**config.mk**
```make
export PLATFORM = sky130hd
export DESIGN_NAME = alc_gain_ctrl
export DESIGN_NICKNAME = d
export VERILOG_FILES = /design/src/core/alc_pkg.sv /design/src/core/alc_gain_ctrl.sv /design/src/core/alc_unit_tick.sv
export SDC_FILE = /design/constraint.sdc
export NUM_CORES = 1
export LEC_CHECK = 0
export BUFFER_PORTS_ARGS = -buffer_cell sky130_fd_sc_hd__buf_2
export CAP_MARGIN = 25
export CORE_AREA = 2 2 127 129
export DETAILED_ROUTE_END_ITERATION = 10
export DIE_AREA = 0 0 129 131
export MAX_ROUTING_LAYER = met4
export PLACE_DENSITY = 0.69
export SETUP_SLACK_MARGIN = 0.15
export SLEW_MARGIN = 20
export SYNTH_ARGS = -nofsm -noshare
export SYNTH_HDL_FRONTEND = slang
export SYNTH_SLANG_ARGS = --single-unit
```
**constraint.sdc**
```tcl
create_clock -name sys_clk -period 5.4 [get_ports sys_clk]
set_input_delay 0.81 -clock sys_clk [delete_from_list [all_inputs] [get_ports sys_clk]]
set_output_delay 0.81 -clock sys_clk [all_outputs]
set_load 0.05 [all_outputs]
```
**src/core/alc_pkg.sv**
```systemverilog
// Shared constants for the level control gain block
package alc_pkg;

   // ***************************************************
   // Register map
   // ***************************************************
   localparam logic [7:0] ADDR_CFG  = 8'h20; // Enable, max and min gain
   localparam logic [7:0] ADDR_HOLD = 8'h21; // Hold time and threshold
   localparam logic [7:0] ADDR_MODE = 8'h22; // Mode, rise and fall rates
   localparam logic [7:0] ADDR_ZC   = 8'h2a; // Zero cross gate
   localparam logic [7:0] ADDR_GAIN = 8'h2d; // Manual input gain
   localparam logic [7:0] ADDR_STAT = 8'h30; // Live gain and state readback

   // ***************************************************
   // Field positions
   // ***************************************************
   localparam int EN_BIT    = 8;
   localparam int MODE_BIT  = 8;
   localparam int ZC_BIT    = 1;
   localparam int MUTE_BIT  = 6;
   localparam int MZC_BIT   = 7;
   localparam int MAX_LSB   = 3;
   localparam int MIN_LSB   = 0;
   localparam int HOLD_LSB  = 4;
   localparam int RISE_LSB  = 4;
   localparam int FALL_LSB  = 0;
   localparam int GAIN_LSB  = 0;
   localparam int STATE_LSB = 6;

   // ***************************************************
   // Reset values
   // ***************************************************
   localparam logic [8:0] RST_CFG  = 9'h038;
   localparam logic [8:0] RST_HOLD = 9'h00b;
   localparam logic [8:0] RST_MODE = 9'h032;
   localparam logic [8:0] RST_ZC   = 9'h000;
   localparam logic [8:0] RST_GAIN = 9'h010;

   // ***************************************************
   // Gain steps: eight steps make 6dB
   // ***************************************************
   localparam logic [2:0] GAIN_FILL_LO = 3'h0; // Min code sits on a 6dB line
   localparam logic [2:0] GAIN_FILL_HI = 3'h7; // Max code sits at the top of it

   // ***************************************************
   // Timing, one unit is half the fastest gain step
   // ***************************************************
   localparam int CLK_NS        = 10;
   localparam int UNIT_NS       = 11350;
   localparam int UNIT_CYC      = UNIT_NS / CLK_NS;
   localparam int RATE_TRIM     = 4;   // Cycles added per sample rate code
   localparam int LIM_FALL_UNIT = 2;
   localparam int LIM_RISE_UNIT = 8;
   localparam int NRM_FALL_UNIT = 9;
   localparam int NRM_RISE_UNIT = 36;
   localparam int HOLD_UNIT     = 235;
   localparam logic [3:0] CODE_SAT = 4'ha;

   typedef enum logic [1:0] {
      ALC_IDLE = 2'b00,
      ALC_FALL = 2'b01,
      ALC_HOLD = 2'b11,
      ALC_RISE = 2'b10
   } alc_state_t;

endpackage : alc_pkg

```
**src/core/alc_gain_ctrl.sv**
```systemverilog
// Level control and peak limiter gain controller
// Overview of operation
// Disable freezes gain at last controlled value
// Host changes gain via manual gain field
// Host clears mute and zero cross first
// Normal mode holds level near threshold
// Limiter lowers gain on peaks above threshold
// Limiter never raises above starting gain
// Enable in limiter mode captures starting gain
// Normal-to-limiter switch captures current gain
// Fall rate field paces gain reductions
// Rise rate field paces gain increases
// Limiter mode uses shorter step intervals
// Each code times one gain step
// Step timing scales with sample rate
// Zero cross gate delays gain changes
// Mode bit selects normal or limiter
// Below threshold steps gain up
// Above threshold steps gain down
// Runs only while enable bit set
// Hold delays rises, doubles per code
// Rate codes double, saturate at ten
//
// The implementer's own choice: strobed register access.
module alc_gain_ctrl #(
   parameter int GAIN_W = 6,
   parameter int TIM_W  = 20
) (
   input  wire logic              sys_clk,
   input  wire logic              sys_rst,
   input  wire logic [7:0]        reg_addr,
   input  wire logic [8:0]        reg_wdata,
   input  wire logic              reg_wr,
   input  wire logic              reg_rd,
   output logic      [8:0]        reg_rdata,
   input  wire logic [2:0]        sample_rate_select,
   input  wire logic              level_above,
   input  wire logic              zero_cross,
   output logic      [GAIN_W-1:0] amp_gain,
   output logic                   input_amp_mute
);

   initial begin
      if (GAIN_W != 6 || TIM_W < 18) begin
         $error("alc_gain_ctrl: unsupported GAIN_W or TIM_W");
      end
   end

   logic [8:0]        cfg_reg;
   logic [8:0]        hold_reg;
   logic [8:0]        mode_reg;
   logic [8:0]        zc_reg;
   logic [8:0]        gain_reg;
   logic [GAIN_W-1:0] start_gain;
   logic              en_q;
   logic              mode_q;
   logic [TIM_W-1:0]  tcnt;
   logic              unit_tick;
   logic              step_due;
   logic              step_go;
   alc_pkg::alc_state_t state;
   alc_pkg::alc_state_t next_state;

   wire level_control_enable = cfg_reg[alc_pkg::EN_BIT];
   wire limiter_mode_select  = mode_reg[alc_pkg::MODE_BIT];
   wire zero_cross_gate      = zc_reg[alc_pkg::ZC_BIT];
   wire [3:0] hold_time_select = hold_reg[alc_pkg::HOLD_LSB +: 4];
   wire [3:0] gain_rise_rate   = mode_reg[alc_pkg::RISE_LSB +: 4];
   wire [3:0] gain_fall_rate   = mode_reg[alc_pkg::FALL_LSB +: 4];
   wire [GAIN_W-1:0] manual_input_gain = gain_reg[alc_pkg::GAIN_LSB +: GAIN_W];
   wire [GAIN_W-1:0] min_code = {cfg_reg[alc_pkg::MIN_LSB +: 3], alc_pkg::GAIN_FILL_LO};
   wire [GAIN_W-1:0] max_code = {cfg_reg[alc_pkg::MAX_LSB +: 3], alc_pkg::GAIN_FILL_HI};
   wire wr_gain = reg_wr && reg_addr == alc_pkg::ADDR_GAIN;

   // Interval for a rate code, doubling and saturating at ten
   function automatic logic [TIM_W-1:0] interval(input int base, input logic [3:0] code);
      logic [3:0] c;
      c = (code > alc_pkg::CODE_SAT) ? alc_pkg::CODE_SAT : code;
      return TIM_W'(base) << c;
   endfunction : interval

   // Hold length: zero for code zero, else doubles from HOLD_UNIT (235 units)
   function automatic logic [TIM_W-1:0] hold_len(input logic [3:0] code);
      logic [3:0] c;
      c = (code > alc_pkg::CODE_SAT) ? alc_pkg::CODE_SAT : code;
      if (c == 4'h0) begin
         return '0;
      end
      return TIM_W'(alc_pkg::HOLD_UNIT) << (c - 4'h1);
   endfunction : hold_len

   // Limiter ceiling is the captured gain, unless max is lower
   wire [GAIN_W-1:0] ceiling = (limiter_mode_select && start_gain < max_code) ? start_gain : max_code;

   // Faster units in limiter mode for the same code
   wire [TIM_W-1:0] fall_ivl = limiter_mode_select ? interval(alc_pkg::LIM_FALL_UNIT, gain_fall_rate)
                                                   : interval(alc_pkg::NRM_FALL_UNIT, gain_fall_rate);
   wire [TIM_W-1:0] rise_ivl = limiter_mode_select ? interval(alc_pkg::LIM_RISE_UNIT, gain_rise_rate)
                                                   : interval(alc_pkg::NRM_RISE_UNIT, gain_rise_rate);

   // ***************************************************
   // Time base
   // ***************************************************
   alc_unit_tick #(
      .CNT_W (12)
   ) u_tick (
      .sys_clk            (sys_clk),
      .sys_rst            (sys_rst),
      .sample_rate_select (sample_rate_select),
      .unit_tick          (unit_tick)
   );

   // ***************************************************
   // Register writes
   // ***************************************************
   always_ff @(posedge sys_clk or posedge sys_rst) begin
      if (sys_rst) begin
         cfg_reg  <= alc_pkg::RST_CFG;
         hold_reg <= alc_pkg::RST_HOLD;
         mode_reg <= alc_pkg::RST_MODE;
         zc_reg   <= alc_pkg::RST_ZC;
         gain_reg <= alc_pkg::RST_GAIN;
      end else if (reg_wr) begin
         case (reg_addr)
            alc_pkg::ADDR_CFG:  cfg_reg  <= reg_wdata;
            alc_pkg::ADDR_HOLD: hold_reg <= reg_wdata;
            alc_pkg::ADDR_MODE: mode_reg <= reg_wdata;
            alc_pkg::ADDR_ZC:   zc_reg   <= reg_wdata;
            alc_pkg::ADDR_GAIN: gain_reg <= reg_wdata;
            default: ;
         endcase
      end
   end

   // Read data valid the cycle after the strobe; unmapped reads zero
   always_ff @(posedge sys_clk or posedge sys_rst) begin
      if (sys_rst) begin
         reg_rdata <= '0;
      end else if (reg_rd) begin
         case (reg_addr)
            alc_pkg::ADDR_CFG:  reg_rdata <= cfg_reg;
            alc_pkg::ADDR_HOLD: reg_rdata <= hold_reg;
            alc_pkg::ADDR_MODE: reg_rdata <= mode_reg;
            alc_pkg::ADDR_ZC:   reg_rdata <= zc_reg;
            alc_pkg::ADDR_GAIN: reg_rdata <= gain_reg;
            alc_pkg::ADDR_STAT: reg_rdata <= 9'({state, amp_gain});
            default:            reg_rdata <= '0;
         endcase
      end else begin
         reg_rdata <= '0;
      end
   end

   assign input_amp_mute = gain_reg[alc_pkg::MUTE_BIT];

   // ***************************************************
   // Starting gain capture
   // ***************************************************
   always_ff @(posedge sys_clk or posedge sys_rst) begin
      if (sys_rst) begin
         en_q       <= 1'b0;
         mode_q     <= 1'b0;
         start_gain <= '0;
      end else begin
         en_q   <= level_control_enable;
         mode_q <= limiter_mode_select;
         if (level_control_enable && !en_q && limiter_mode_select) begin
            start_gain <= amp_gain;
         end else if (level_control_enable && en_q && limiter_mode_select && !mode_q) begin
            start_gain <= amp_gain;
         end
      end
   end

   // ***************************************************
   // Direction state machine
   // ***************************************************
   always_comb begin
      next_state = state;
      case (state)
         alc_pkg::ALC_IDLE: next_state = level_above ? alc_pkg::ALC_FALL : alc_pkg::ALC_HOLD;
         alc_pkg::ALC_FALL: if (!level_above) next_state = alc_pkg::ALC_HOLD;
         alc_pkg::ALC_HOLD: begin
            if (level_above) begin
               next_state = alc_pkg::ALC_FALL;
            end else if (tcnt >= hold_len(hold_time_select)) begin
               next_state = alc_pkg::ALC_RISE;
            end
         end
         alc_pkg::ALC_RISE: if (level_above) next_state = alc_pkg::ALC_FALL;
         default: next_state = alc_pkg::ALC_IDLE;
      endcase
      if (!level_control_enable) begin
         next_state = alc_pkg::ALC_IDLE;
      end
   end

   always_ff @(posedge sys_clk or posedge sys_rst) begin
      if (sys_rst) begin
         state <= alc_pkg::ALC_IDLE;
      end else begin
         state <= next_state;
      end
   end

   // Unit counter restarts on every state change and applied step
   always_ff @(posedge sys_clk or posedge sys_rst) begin
      if (sys_rst) begin
         tcnt <= '0;
      end else if (next_state != state || step_go) begin
         tcnt <= '0;
      end else if (unit_tick && !step_due) begin
         tcnt <= tcnt + 1'b1;
      end
   end

   assign step_due = (state == alc_pkg::ALC_FALL && tcnt >= fall_ivl) ||
                     (state == alc_pkg::ALC_RISE && tcnt >= rise_ivl);
   // A due step waits for a crossing when the gate is on
   assign step_go  = step_due && next_state == state && (!zero_cross_gate || zero_cross);

   // ***************************************************
   // Gain register
   // ***************************************************
   always_ff @(posedge sys_clk or posedge sys_rst) begin
      if (sys_rst) begin
         amp_gain <= alc_pkg::RST_GAIN[GAIN_W-1:0];
      end else if (!level_control_enable) begin
         if (wr_gain) begin
            amp_gain <= reg_wdata[alc_pkg::GAIN_LSB +: GAIN_W];
         end
      end else if (step_go && state == alc_pkg::ALC_FALL && amp_gain > min_code) begin
         amp_gain <= amp_gain - 1'b1;
      end else if (step_go && state == alc_pkg::ALC_RISE && amp_gain < ceiling) begin
         amp_gain <= amp_gain + 1'b1;
      end
   end

   // ***************************************************
   // Checks
   // ***************************************************
   a_freeze_off: assert property (@(posedge sys_clk) disable iff (sys_rst)
      !level_control_enable && !wr_gain |=> $stable(amp_gain))
      else $error("gain moved while control disabled");
   a_manual_load: assert property (@(posedge sys_clk) disable iff (sys_rst)
      !level_control_enable && wr_gain |=> amp_gain == $past(reg_wdata[GAIN_W-1:0]))
      else $error("manual gain not loaded");
   a_limit_ceiling: assert property (@(posedge sys_clk) disable iff (sys_rst)
      $past(level_control_enable) && $past(limiter_mode_select) && amp_gain > $past(amp_gain)
      |-> amp_gain <= $past(start_gain))
      else $error("limiter raised gain above start");
   a_capture_start: assert property (@(posedge sys_clk) disable iff (sys_rst)
      level_control_enable && !en_q && limiter_mode_select |=> start_gain == $past(amp_gain))
      else $error("start gain not captured at enable");
   a_mode_switch: assert property (@(posedge sys_clk) disable iff (sys_rst)
      level_control_enable && en_q && limiter_mode_select && !mode_q
      |=> start_gain == $past(amp_gain))
      else $error("start gain not captured at switch");
   a_fall_cause: assert property (@(posedge sys_clk) disable iff (sys_rst)
      $past(level_control_enable) && amp_gain < $past(amp_gain)
      |-> $past(level_above) && $past(state) == alc_pkg::ALC_FALL && amp_gain >= min_code)
      else $error("gain fell without peak");
   a_rise_cause: assert property (@(posedge sys_clk) disable iff (sys_rst)
      $past(level_control_enable) && amp_gain > $past(amp_gain)
      |-> !$past(level_above) && $past(state) == alc_pkg::ALC_RISE)
      else $error("gain rose without quiet input");
   a_zero_gate: assert property (@(posedge sys_clk) disable iff (sys_rst)
      $past(level_control_enable) && $past(zero_cross_gate) && $changed(amp_gain)
      |-> $past(zero_cross))
      else $error("gain changed off a crossing");
   a_off_idle: assert property (@(posedge sys_clk) disable iff (sys_rst)
      !level_control_enable |=> state == alc_pkg::ALC_IDLE)
      else $error("controller active while disabled");
   a_fall_pace: assert property (@(posedge sys_clk) disable iff (sys_rst)
      step_go && state == alc_pkg::ALC_FALL |-> tcnt >= fall_ivl)
      else $error("fall step taken early");
   c_limit_fall: cover property (@(posedge sys_clk) disable iff (sys_rst)
      limiter_mode_select && step_go && state == alc_pkg::ALC_FALL);
   c_hold_rise: cover property (@(posedge sys_clk) disable iff (sys_rst)
      state == alc_pkg::ALC_HOLD ##1 state == alc_pkg::ALC_RISE);
   c_mode_switch: cover property (@(posedge sys_clk) disable iff (sys_rst)
      level_control_enable && en_q && limiter_mode_select && !mode_q);

endmodule : alc_gain_ctrl

```
**src/core/alc_unit_tick.sv**
```systemverilog
// Time unit pulse generator scaled by the sample rate setting
module alc_unit_tick #(
   parameter int CNT_W = 12
) (
   input  wire logic       sys_clk,
   input  wire logic       sys_rst,
   input  wire logic [2:0] sample_rate_select,
   output logic            unit_tick
);

   logic [CNT_W-1:0] cnt;
   logic [CNT_W-1:0] period;

   initial begin
      if (alc_pkg::UNIT_CYC + 7 * alc_pkg::RATE_TRIM >= (1 << CNT_W)) begin
         $error("alc_unit_tick: CNT_W too small");
      end
   end

   // Unit snaps to the rate's divider, so it drifts slightly per rate
   assign period = CNT_W'(alc_pkg::UNIT_CYC + alc_pkg::RATE_TRIM * int'(sample_rate_select));

   // ***************************************************
   // Free running divider
   // ***************************************************
   always_ff @(posedge sys_clk or posedge sys_rst) begin
      if (sys_rst) begin
         cnt       <= '0;
         unit_tick <= 1'b0;
      end else if (cnt >= period - 1'b1) begin
         cnt       <= '0;
         unit_tick <= 1'b1;
      end else begin
         cnt       <= cnt + 1'b1;
         unit_tick <= 1'b0;
      end
   end

endmodule : alc_unit_tick

```
---- Word-level counts from Yosys, hierarchy flattened ----
Cells that the tools add are included.
word-level totals
  register bits ........................... 103
  latch bits .............................. 0
  bits in writable memories ............... 0
  bits in read-only memories .............. 0
  output and inout bits ................... 16
  memories kept ........................... 0
cells by class
  add/subtract/negate cells ............... 7
  multipliers ............................. 0
  div/mod/pow operators ................... 0
  order comparisons ....................... 10
  eq/ne operators ......................... 12
  shift-type cells ........................ 5
  mux-type cells .......................... 32
  bitwise operators ....................... 0
  reduce and logical (&&, ||, !) cells .... 34
operator list
  cell                                                                   number
  20-bit 2-to-1 mux                                                      8
  20-bit greater-or-equal comparator                                     3
  9-bit case mux with 6 select lines                                     1
  8-bit by 6-bit == test with 1-bit output (second input constant)       6
  6-bit 2-to-1 mux                                                       7
  4-bit by 4-bit left shift with 20-bit output (first input constant)    2
  20-bit by 1-bit adder with 20-bit output (second input constant)       1
  2-bit by 4-bit left shift with 20-bit output (first input constant)    1
  6-bit by 4-bit left shift with 20-bit output (first input constant)    1
  8-bit by 4-bit left shift with 20-bit output (first input constant)    1
  1-bit logical AND                                                      16
  11-bit by 5-bit adder with 12-bit output (first input constant)        1
  12-bit by 1-bit adder with 12-bit output (second input constant)       1
  12-bit greater-or-equal comparator                                     1
  4-bit greater-than comparator (second input constant)                  3
  6-bit less-than comparator                                             2
  12-bit 2-to-1 mux                                                      1
  2-bit 2-to-1 mux                                                       6
  4-bit 2-to-1 mux                                                       3
  2-bit AND reduction                                                    6
  12-bit by 1-bit subtractor with 12-bit output (second input constant)  1
  9-bit 2-to-1 mux                                                       1
  2-bit case mux with 4 select lines                                     1
  6-bit by 1-bit adder with 6-bit output (second input constant)         1
  other kinds (14)                                                       25

---- Depth between registers and ports, before layout ----
Gate-level depths: netlist (run 1).
  depth in word-level cells ............... 22
  gate-level depth with buffers ........... 29
  gate-level depth less buffers ........... 27

---- Hierarchy ----
From an unflattened synthesis (run 1), not the netlist that was laid out.
second synthesis, totals
  cell total of the unflattened synthesis .. 837
  area, all modules ....................... 7,611.0 um^2
modules (own cells, without submodules)
  module         times used  cells an instance  area an instance (um^2)  sequential area each (um^2)
  alc_gain_ctrl  1           755                6,794.0                  2,265.9
  alc_unit_tick  1           82                 817.0                    325.3

---- Least setup slack after synthesis (run 1) ----
No wires, ideal clock.
  path kind ............................... register -> register
  from .................................... reg hold_reg[7]
  to ...................................... reg amp_gain[5]
  setup time .............................. 0.084 ns
  arrival time ............................ 5.531 ns
  setup slack ............................. -0.215 ns
  stages on the path, launching flop included .. 27
  path through ............................ dfrtp_1 > clkbuf_1 > a21oi_1 > ha_1 > inv_1 > ha_1 > clkbuf_1 > clkbuf_1 > o211ai_1 > ha_1 > nand4_1 > or4_1 > o21ai_1 > o31ai_1 > o211a_1 > buf_2 > nand2_1 > inv_1 > ha_1 > a21o_1 > a21oi_1 > o21bai_1 > a21oi_1 > xor2_1 > mux2_2 > a21oi_1 > a21boi_0
on the way
  longest elaborated chain between the ends .. 21
ends and longest elaborated chain
  what                                                                                                          line                                        text
  start, declared                                                                                               alc_gain_ctrl.sv:50                         logic [8:0] hold_reg;
  start signal, assigned                                                                                        alc_gain_ctrl.sv:119                        hold_reg <= alc_pkg::RST_HOLD;
  start signal, assigned                                                                                        alc_gain_ctrl.sv:126                        alc_pkg::ADDR_HOLD: hold_reg <= reg_wdata;
  4-bit greater-than comparator                                                                                 alc_gain_ctrl.sv:85                         c = (code > alc_pkg::CODE_SAT) ? alc_pkg::CODE_SAT : code;
  4-bit 2-to-1 mux (*)                                                                                          alc_gain_ctrl.sv:85
  parallel branches: the longest is 4 deep, another holds 4-bit by 1-bit subtractor with 4-bit output           --
  20-bit 2-to-1 mux (*)                                                                                         alc_gain_ctrl.sv:89                         return TIM_W'(alc_pkg::HOLD_UNIT) << (c - 4'h1);
  20-bit 2-to-1 mux (*)                                                                                         alc_gain_ctrl.sv:184                        if (level_above) begin
  20-bit 2-to-1 mux (*)                                                                                         alc_gain_ctrl.sv:180                        case (state)
  20-bit greater-or-equal comparator (*)                                                                        alc_gain_ctrl.sv:186                        end else if (tcnt >= hold_len(hold_time_select)) begin
  2-bit 2-to-1 mux (*)                                                                                          alc_gain_ctrl.sv:186
  2-bit 2-to-1 mux (*)                                                                                          alc_gain_ctrl.sv:184
  2-bit case mux with 4 select lines (*)                                                                        alc_gain_ctrl.sv:180
  2-bit 2-to-1 mux (*)                                                                                          alc_gain_ctrl.sv:193                        if (!level_control_enable) begin
  2-bit == test (*)                                                                                             alc_gain_ctrl.sv:220                        assign step_go = step_due && next_state == state && (!zero_cross_gate || zero_cross);
  1-bit logical AND (*) (2 in a row)                                                                            alc_gain_ctrl.sv:220
  1-bit logical AND (on tied branches) (2 in a row)                                                             alc_gain_ctrl.sv:232, alc_gain_ctrl.sv:234
  3-bit by 1-bit inequality test with 1-bit output (no source line) / 6-bit 2-to-1 mux (equally long branches)  --
  2-bit AND reduction (no source line) / 6-bit 2-to-1 mux (equally long branches)                               --
  end signal, assigned                                                                                          alc_gain_ctrl.sv:230                        amp_gain <= reg_wdata[alc_pkg::GAIN_LSB +: GAIN_W];
  end signal, assigned                                                                                          alc_gain_ctrl.sv:233                        amp_gain <= amp_gain - 1'b1;
  end signal, assigned                                                                                          alc_gain_ctrl.sv:235                        amp_gain <= amp_gain + 1'b1;
  end, declared                                                                                                 alc_gain_ctrl.sv:39                         output logic [GAIN_W-1:0] amp_gain,
Every way passes the cells marked *. The select of a mux whose other input is x is not followed.
A chain may end at the register's enable or synchronous reset.

---- Worst setup path after layout (run 1) ----
  from .................................... reg hold_reg[6]
  to ...................................... reg amp_gain[5]
Same word-level chain as after synthesis.

==> results of run 1 <==
[repair_timing]
item                       4_1_cts  5_1_grt
pin swaps                        2       16
hold endpoints to repair         0        0
setup buffers                    3        7
setup endpoints to repair        1        1
gates resized for setup          8       28
hold buffers                     0        0
[worst paths after layout]
| check | from | to | slack [ns] | cells after the start |
|---|---|---|---|---|
| hold reg to reg | gain_reg[5]$_DFFE_PP0P_ | gain_reg[5]$_DFFE_PP0P_ | 0.50 | 1 |
| min in group asynchronous | sys_rst | start_gain[1]$_DFFE_PP0P_ | 0.55 | 2 |
| hold / removal | gain_reg[5]$_DFFE_PP0P_ | gain_reg[5]$_DFFE_PP0P_ | 0.50 | 1 |
| setup reg to reg | hold_reg[6]$_DFFE_PP0P_ | amp_gain[5]$_DFFE_PP0P_ | 0.33 | 27 |
| max in group asynchronous | sys_rst | hold_reg[5]$_DFFE_PP0P_ | 3.71 | 3 |
| setup / recovery | hold_reg[6]$_DFFE_PP0P_ | amp_gain[5]$_DFFE_PP0P_ | 0.33 | 27 |
[power by group]
part	internal (mW)	switching, mW	total (mW)
Sequential	0.840	0.107	0.948
Clock	0.427	0.314	0.741
Combinational	0.263	0.332	0.595
Total	1.53	0.753	2.28
[final cells by class]
cell class / instances / area (um2)
antenna: 1 / 2.502
clock buffer: 10 / 239.0
clock inverter: 6 / 100.1
fill: 1387 / 6804
inverter: 37 / 146.4
multi-input combinational: 665 / 4950
sequential: 103 / 2595
tap: 216 / 270.3
timing repair buffer: 78 / 490.5
[metrics by stage]
step	instance area, um2	setup slack [ns]	total power, mW
global route	8793	0.04030	2.425
detailed placement	8222	-0.06930	1.527
CTS	8603	0.1512	2.275
global placement	8222	0.09019	1.512
finish	8793	0.3330	2.284
floorplan	7694	0.1543	1.353
[per-layer routing]
metal,up-vias,global-route usage (%)
met5,-,-
met4,0,7.609
met3,38,4.031
met2,131,38.22
met1,2971,30.21
li1,3131,-
[cells in the final DEF (no fill, tap or decap), types with 4 or more instances in the layout]
cell / synthesis / layout
and3_1: 10 / 9
a21boi_0: 10 / 9
nand2_1: 105 / 103
ha_1: 97 / 91
a31oi_1: 6 / 6
nor2_1: 59 / 59
o211ai_1: 6 / 6
a21oi_1: 38 / 35
dfstp_2: 11 / 11
nand3b_1: 4 / 4
nor4_1: 16 / 16
ha_4: 0 / 6
a22oi_1: 20 / 20
a211oi_1: 8 / 8
mux2i_1: 8 / 8
or2_2: 4 / 4
nor2b_1: 11 / 10
nand4_1: 15 / 15
mux2_2: 53 / 52
inv_1: 37 / 33
xor2_1: 11 / 11
a22o_1: 11 / 11
o21ai_0: 35 / 32
nand3_1: 24 / 24
nor3_1: 13 / 13
or3_1: 5 / 4
a21o_1: 10 / 10
o21ai_1: 2 / 4
buf_4: 0 / 35
dfrtp_1: 92 / 89
xnor2_1: 24 / 23
nand2b_1: 10 / 10
conb_1: 2 / 8
clkbuf_16: 0 / 9
buf_2: 6 / 41
[logic make-up (layout without fill, tap and decap cells)]
logic type / count (synthesis) / in the layout / synth area share, %
simple gates: 289 / 289 / 18.10
compound gates: 174 / 174 / 15.23
flops: 103 / 103 / 33.87
fa+ha+maj: 98 / 98 / 16.12
buf+inv: 72 / 131 / 3.728
mux: 61 / 61 / 8.847
xor+xnor: 35 / 35 / 4.006
other cells: 2 / 9 / 0.09816
==> results.txt, run 1 <==
status -> finished, final reports clean
CTS tree -> yes
die width -> 129 um
Die Y-Extent -> 131 um
Clock Path Buffers -> 2
Post-route DRC -> 0
Critical Path Max Stage Delay -> 0.44 ns
final std cells w/o fill -> 1116
Regs by FF count -> tcnt: 20 flops, u_tick.cnt: 12 flops
most used flip-flop cell after synthesis -> dfrtp_1
RSZ-0062 raised after global routing -> true
initial core utilization -> 49.05%
Final setup viols -> 0
Crit-path slowest cell -> dfrtp_2
Yosys reg bits -> 103
largest net degree at the start of global routing -> 55
Core Util, Final -> 56.38%
Pwr Density -> 259.7 nW/um2
number of flip-flops in the largest register -> 20
cell with the most instances after synthesis -> nand2_1
Avg Inst Size Synth -> 9.174 um2
Worst Setup End Kind -> flip-flop
Antenna Nets Post-Route -> 0
Final Hold Slack -> 0.5048 ns
wirelength, routed -> 18710 um
Detail Placement HPWL -> 13600 um
worst endpoint required time -> 5.69 ns
fraction of the yosys area taken by sequential cells -> 33.87%
core area -> 15600 um2
Clock Skews -> 0.009080 ns
initial antenna violation count -> 1
P&R area growth vs syn -> 14.93%
async set or reset register ratio after synthesis -> 100.0%
Crit Path Category -> reg -> reg
DRT met1 WL -> 8488 um
std cell rows -> 46
IO buf count -> 41
CP delay by family, top -> compound AO/OA/AOI/OAI gates
clk slew on worst S/H paths -> 0.08 ns
global route overflow -> 0
Largest Register -> tcnt
CTS Sinks -> 103
WL/cell -> 16.77 um
HP Class -> reg -> reg
total track usage -> 23.56%
worst-skew pair later-pin latency -> 0.36 ns
die area -> 16900 um2
MaxCap Viol Count -> 0
Final Cycle Share -> 93.83%
Lkg Pwr -> 4.127 nW
I/O pins -> 42
slew margin rel. -> 37.04%
min cycle time layout -> 5.067 ns
Cell variety after synth -> 64
DRT iter0 DRCs -> 426
critical path startpoint category -> flip-flop
Max Fanout on Critical Path -> 7
slew of the pin with the lowest slew margin -> 0.9366 ns
Synth Cell Area -> 7651 um2
DR WL met3 -> 751 um
Num CTS Buffers -> 9
met2 wire len -> 8989 um
setup_tns -> 0 ns
Synth top cells by count -> 105 x nand2_1, 97 x ha_1, 92 x dfrtp_1
number of global-route vias before repair -> 5987
Cells after DPL -> 1089
crit path DAT -> 5.36 ns
Slew Viols, Final -> 0
CTS root buf -> clkbuf_16
H-Tree Depth -> 3
routability cong. -> 0.8680
first-pass GRT wire length -> 30190 um
share of layout cells above drive strength 1 -> 21.47%
fin nets -> 1018
max layer used -> met4
most area-consuming cells after synthesis -> dfrtp_1 30%, ha_1 16%, mux2_2 7.8%
Buf+Inv Stages, Crit Path -> 2
Via Count -> 6271
count of flip-flops with a built-in enable after synthesis -> 0
maximum clock frequency -> 197.4 MHz
area leader, netlist -> dfrtp_1
final-report hold violation count -> 0
Pre-antenna DRT Iters -> 4
cell count after synthesis -> 834
maximum VDD drop -> 169.0 uV
YS warnings -> 0
Yosys top cell area share -> 30.09%
Via density -> 5.619
(Power assumes the default switching activity.)
==> run 2: changes to the inputs <==
--- a/config.mk
+++ b/config.mk
@@ -5,6 +5,7 @@
 export SDC_FILE = /design/constraint.sdc
 export NUM_CORES = 1
 export LEC_CHECK = 0
+export ABC_AREA = 1
 export BUFFER_PORTS_ARGS = -buffer_cell sky130_fd_sc_hd__buf_2
 export CAP_MARGIN = 25
 export CORE_AREA = 2 2 127 129
==> run 2 against run 1 <==
Sequential power shrank 0.7%. Sequential cell count did not move. Count of clock-buffer cells in the layout is the same. Register-to-register slack better by 0.28 ns. Cell area fell by 3.7%.
==> results.txt, run 2 <==
area leader, netlist -> dfrtp_1
Largest Register -> tcnt
Num CTS Buffers -> 9 (unchanged)
I/O pins -> 42 (unchanged)
Crit-path slowest cell -> dfrtp_1
number of flip-flops in the largest register -> 20 (unchanged)
Final setup viols -> 0 (unchanged)
Synth top cells by count -> 280 x nand2_1, 145 x inv_1, 97 x ha_1
most common cell after layout, fill and taps aside -> nand2_1
most frequent CP cell -> nand2_1
Hold-fix buffers, CTS -> 0 (unchanged)
Yosys reg bits -> 103 (unchanged)
cell with the most instances after synthesis -> nand2_1
P&R area growth vs syn -> 10.62%
first-pass GRT wire length -> 30460 um (+0.89%)
most used flip-flop cell after synthesis -> dfrtp_1
cell count after synthesis -> 1031 (+24%)
HP Class -> reg -> reg
core area -> 15600 um2 (unchanged)
CTS Sinks -> 103 (unchanged)
most area-consuming cells after synthesis -> dfrtp_1 30%, ha_1 16%, nand2_1 14%
fraction of the yosys area taken by sequential cells -> 33.85% (about the same)
fin nets -> 1202 (+18%)
routability cong. -> 0.9080 (+4.6%)
worst endpoint required time -> 5.65 ns (-0.04 ns)
Antenna Nets Post-Route -> 0 (unchanged)
crit path DAT -> 5.04 ns (-0.32 ns)
Fill cells -> 1483 (+6.9%)
DRT iter0 DRCs -> 529 (+24%)
YS warnings -> 0 (unchanged)
Cells after DPL -> 1283 (+18%)
min cycle time layout -> 4.786 ns (-0.2809 ns)
MaxCap Viol Count -> 0 (unchanged)
die width -> 129 um (unchanged)
Via Count -> 6673 (+6.4%)
Sequential Area -> 2594 um2 (about the same)
worst-skew pair later-pin latency -> 0.36 ns (about the same)
largest net degree at the start of global routing -> 69 (+25%)
H-Tree Depth -> 3 (unchanged)
Crit Path Category -> reg -> reg
initial core utilization -> 49.08% (about the same)
slew of the pin with the lowest slew margin -> 0.8696 ns (-0.06694 ns)
Final Cycle Share -> 88.63% (-5.2 points)
slew margin rel. -> 41.90% (+4.9 points)
number of global-route vias before repair -> 6172 (+3.1%)
critical path startpoint category -> flip-flop
Post-route DRC -> 0 (unchanged)
final worst slack -> 0.6139 ns (+0.2809 ns)
clk slew on worst S/H paths -> 0.08 ns (about the same)
multi-input logic area -> 4483 um2 (-9.4%)
Die Y-Extent -> 131 um (unchanged)
IO buf count -> 41 (unchanged)
Slew Viols, Final -> 0 (unchanged)
initial antenna violation count -> 0 (-1)
pre-CTS WS -> 0.4042 ns (+0.4735 ns)
wirelength, routed -> 18360 um (-1.9%)
Detail Placement HPWL -> 13990 um (+2.8%)
total track usage -> 23.62% (+0.063 points)
Pwr Density -> 269.2 nW/um2 (+3.6%)
maximum VDD drop -> 301.6 uV (+78%)
maximum clock frequency -> 208.9 MHz (+5.9%)
Cell variety after synth -> 53 (-17%)
commonest non-fill, non-tap cells in the layout -> 279 x nand2_1, 143 x inv_1, 96 x ha_1
Via density -> 5.137 (-8.6%)
RSZ-0062 raised after global routing -> false
CTS tree -> yes
Max Fanout on Critical Path -> 11 (+4)
Avg Inst Size Synth -> 7.425 um2 (-19%)
Yosys top cell area share -> 30.08% (about the same)
setup_tns -> 0 ns (unchanged)
diodes inserted -> 0 (-1)
Regs by FF count -> tcnt: 20 flops, u_tick.cnt: 12 flops
Lkg Pwr -> 4.290 nW (+3.9%)
Clock Path Buffers -> 2 (unchanged)
Clock Skews -> 0.01275 ns (+0.003667 ns)
status -> finished, final reports clean
Synth Cell Area -> 7655 um2 (about the same)
Worst Setup End Kind -> flip-flop
count of flip-flops with a built-in enable after synthesis -> 0 (unchanged)
std cell rows -> 46 (unchanged)
CTS root buf -> clkbuf_16
Pre-antenna DRT Iters -> 5 (+1)
Critical Path Max Stage Delay -> 0.47 ns (+0.03 ns)
final-report hold violation count -> 0 (unchanged)
final std cells w/o fill -> 1299 (+16%)
share of layout cells above drive strength 1 -> 11.45% (-10 points)
async set or reset register ratio after synthesis -> 100.0% (unchanged)
global route overflow -> 0 (unchanged)
die area -> 16900 um2 (unchanged)
WL/cell -> 14.13 um (-16%)
## run 2: cell count changes after synthesis, sizes merged, moves of 21 or more
cell and change:
xnor2 -21, nand2 +183, o21ai +67, inv +113
nor2 +32, mux2 -52
## run 2: layout make-up
cell class / instances / share of cell area, %
clock inverters: 6 / 1.034
inverters: 151 / 6.723
clock buffers: 10 / 2.704
well taps: 216 / 3.191
flip-flops and latches: 103 / 30.63
repair buffers: 45 / 2.778
multi-input cells: 768 / 52.94
## run 2: kinds of logic after synthesis
kind of cell	after synthesis	share of synthesized area (%)
AOI/OAI and AO/OA	200	14.79
adders and majority gates	98	16.12
muxes	2	0.2779
buffers and inverters	166	8.369
and+or+nand+nor	446	24.89
DFF	103	33.85
xor gates and xnor gates	14	1.602
other	2	0.09811
## run 2: where the power goes
group | internal (mW) | switching, mW
registers | 0.836 | 0.104
clock network | 0.374 | 0.326
logic | 0.217 | 0.422
## run 2: path summary, 6_finish.rpt
path / to / depth (start not counted) / slack (ns) / startpoint
hold / removal: hold_reg[3]$_DFFE_PP1P_ / 2 / 0.48 / hold_reg[3]$_DFFE_PP1P_
setup reg to reg: amp_gain[5]$_DFFE_PP0P_ / 35 / 0.61 / hold_reg[6]$_DFFE_PP0P_
hold reg to reg: hold_reg[3]$_DFFE_PP1P_ / 2 / 0.48 / hold_reg[3]$_DFFE_PP1P_
max in group asynchronous: amp_gain[4]$_DFFE_PP1P_ / 3 / 3.75 / sys_rst
setup / recovery: amp_gain[5]$_DFFE_PP0P_ / 35 / 0.61 / hold_reg[6]$_DFFE_PP0P_
min in group asynchronous: tcnt[16]$_DFFE_PP0P_ / 2 / 0.63 / sys_rst
## run 2: timing repair
item                       CTS  global route
setup endpoints to repair    0             1
setup buffers                0             0
gates resized for setup      0            13
## run 2: metrics by stage
step	power (mW)	instance area (um2)	util, %	hold slack (ns)
global route	2.433	8468	54.29	0.4996
finish	2.279	8468	54.29	0.4806
CTS	2.290	8428	54.04	0.4782
global placement	1.574	8112	52.01	0.4632
floorplan	1.404	7677	-	0.3721
detailed placement	1.588	8112	52.01	0.4663
## run 2: worst max-delay path, delay by kind of cell (launching register included)
kind / cells / cell delay, ns
adders and majority gates: 3 / 0.80
buffers and inverters: 7 / 0.80
xor gates and xnor gates: 1 / 0.16
and+or+nand+nor: 19 / 1.71
AOI/OAI and AO/OA: 5 / 0.80
DFF: 1 / 0.47
## run 2: routing by layer
metal	up-vias	wire length (um)	GRT usage [%]
met4	0	324	6.138
met5	-	0	-
li1	3459	-	-
met1	3057	8664	31.22
met3	25	746	3.013
met2	132	8620	38.72
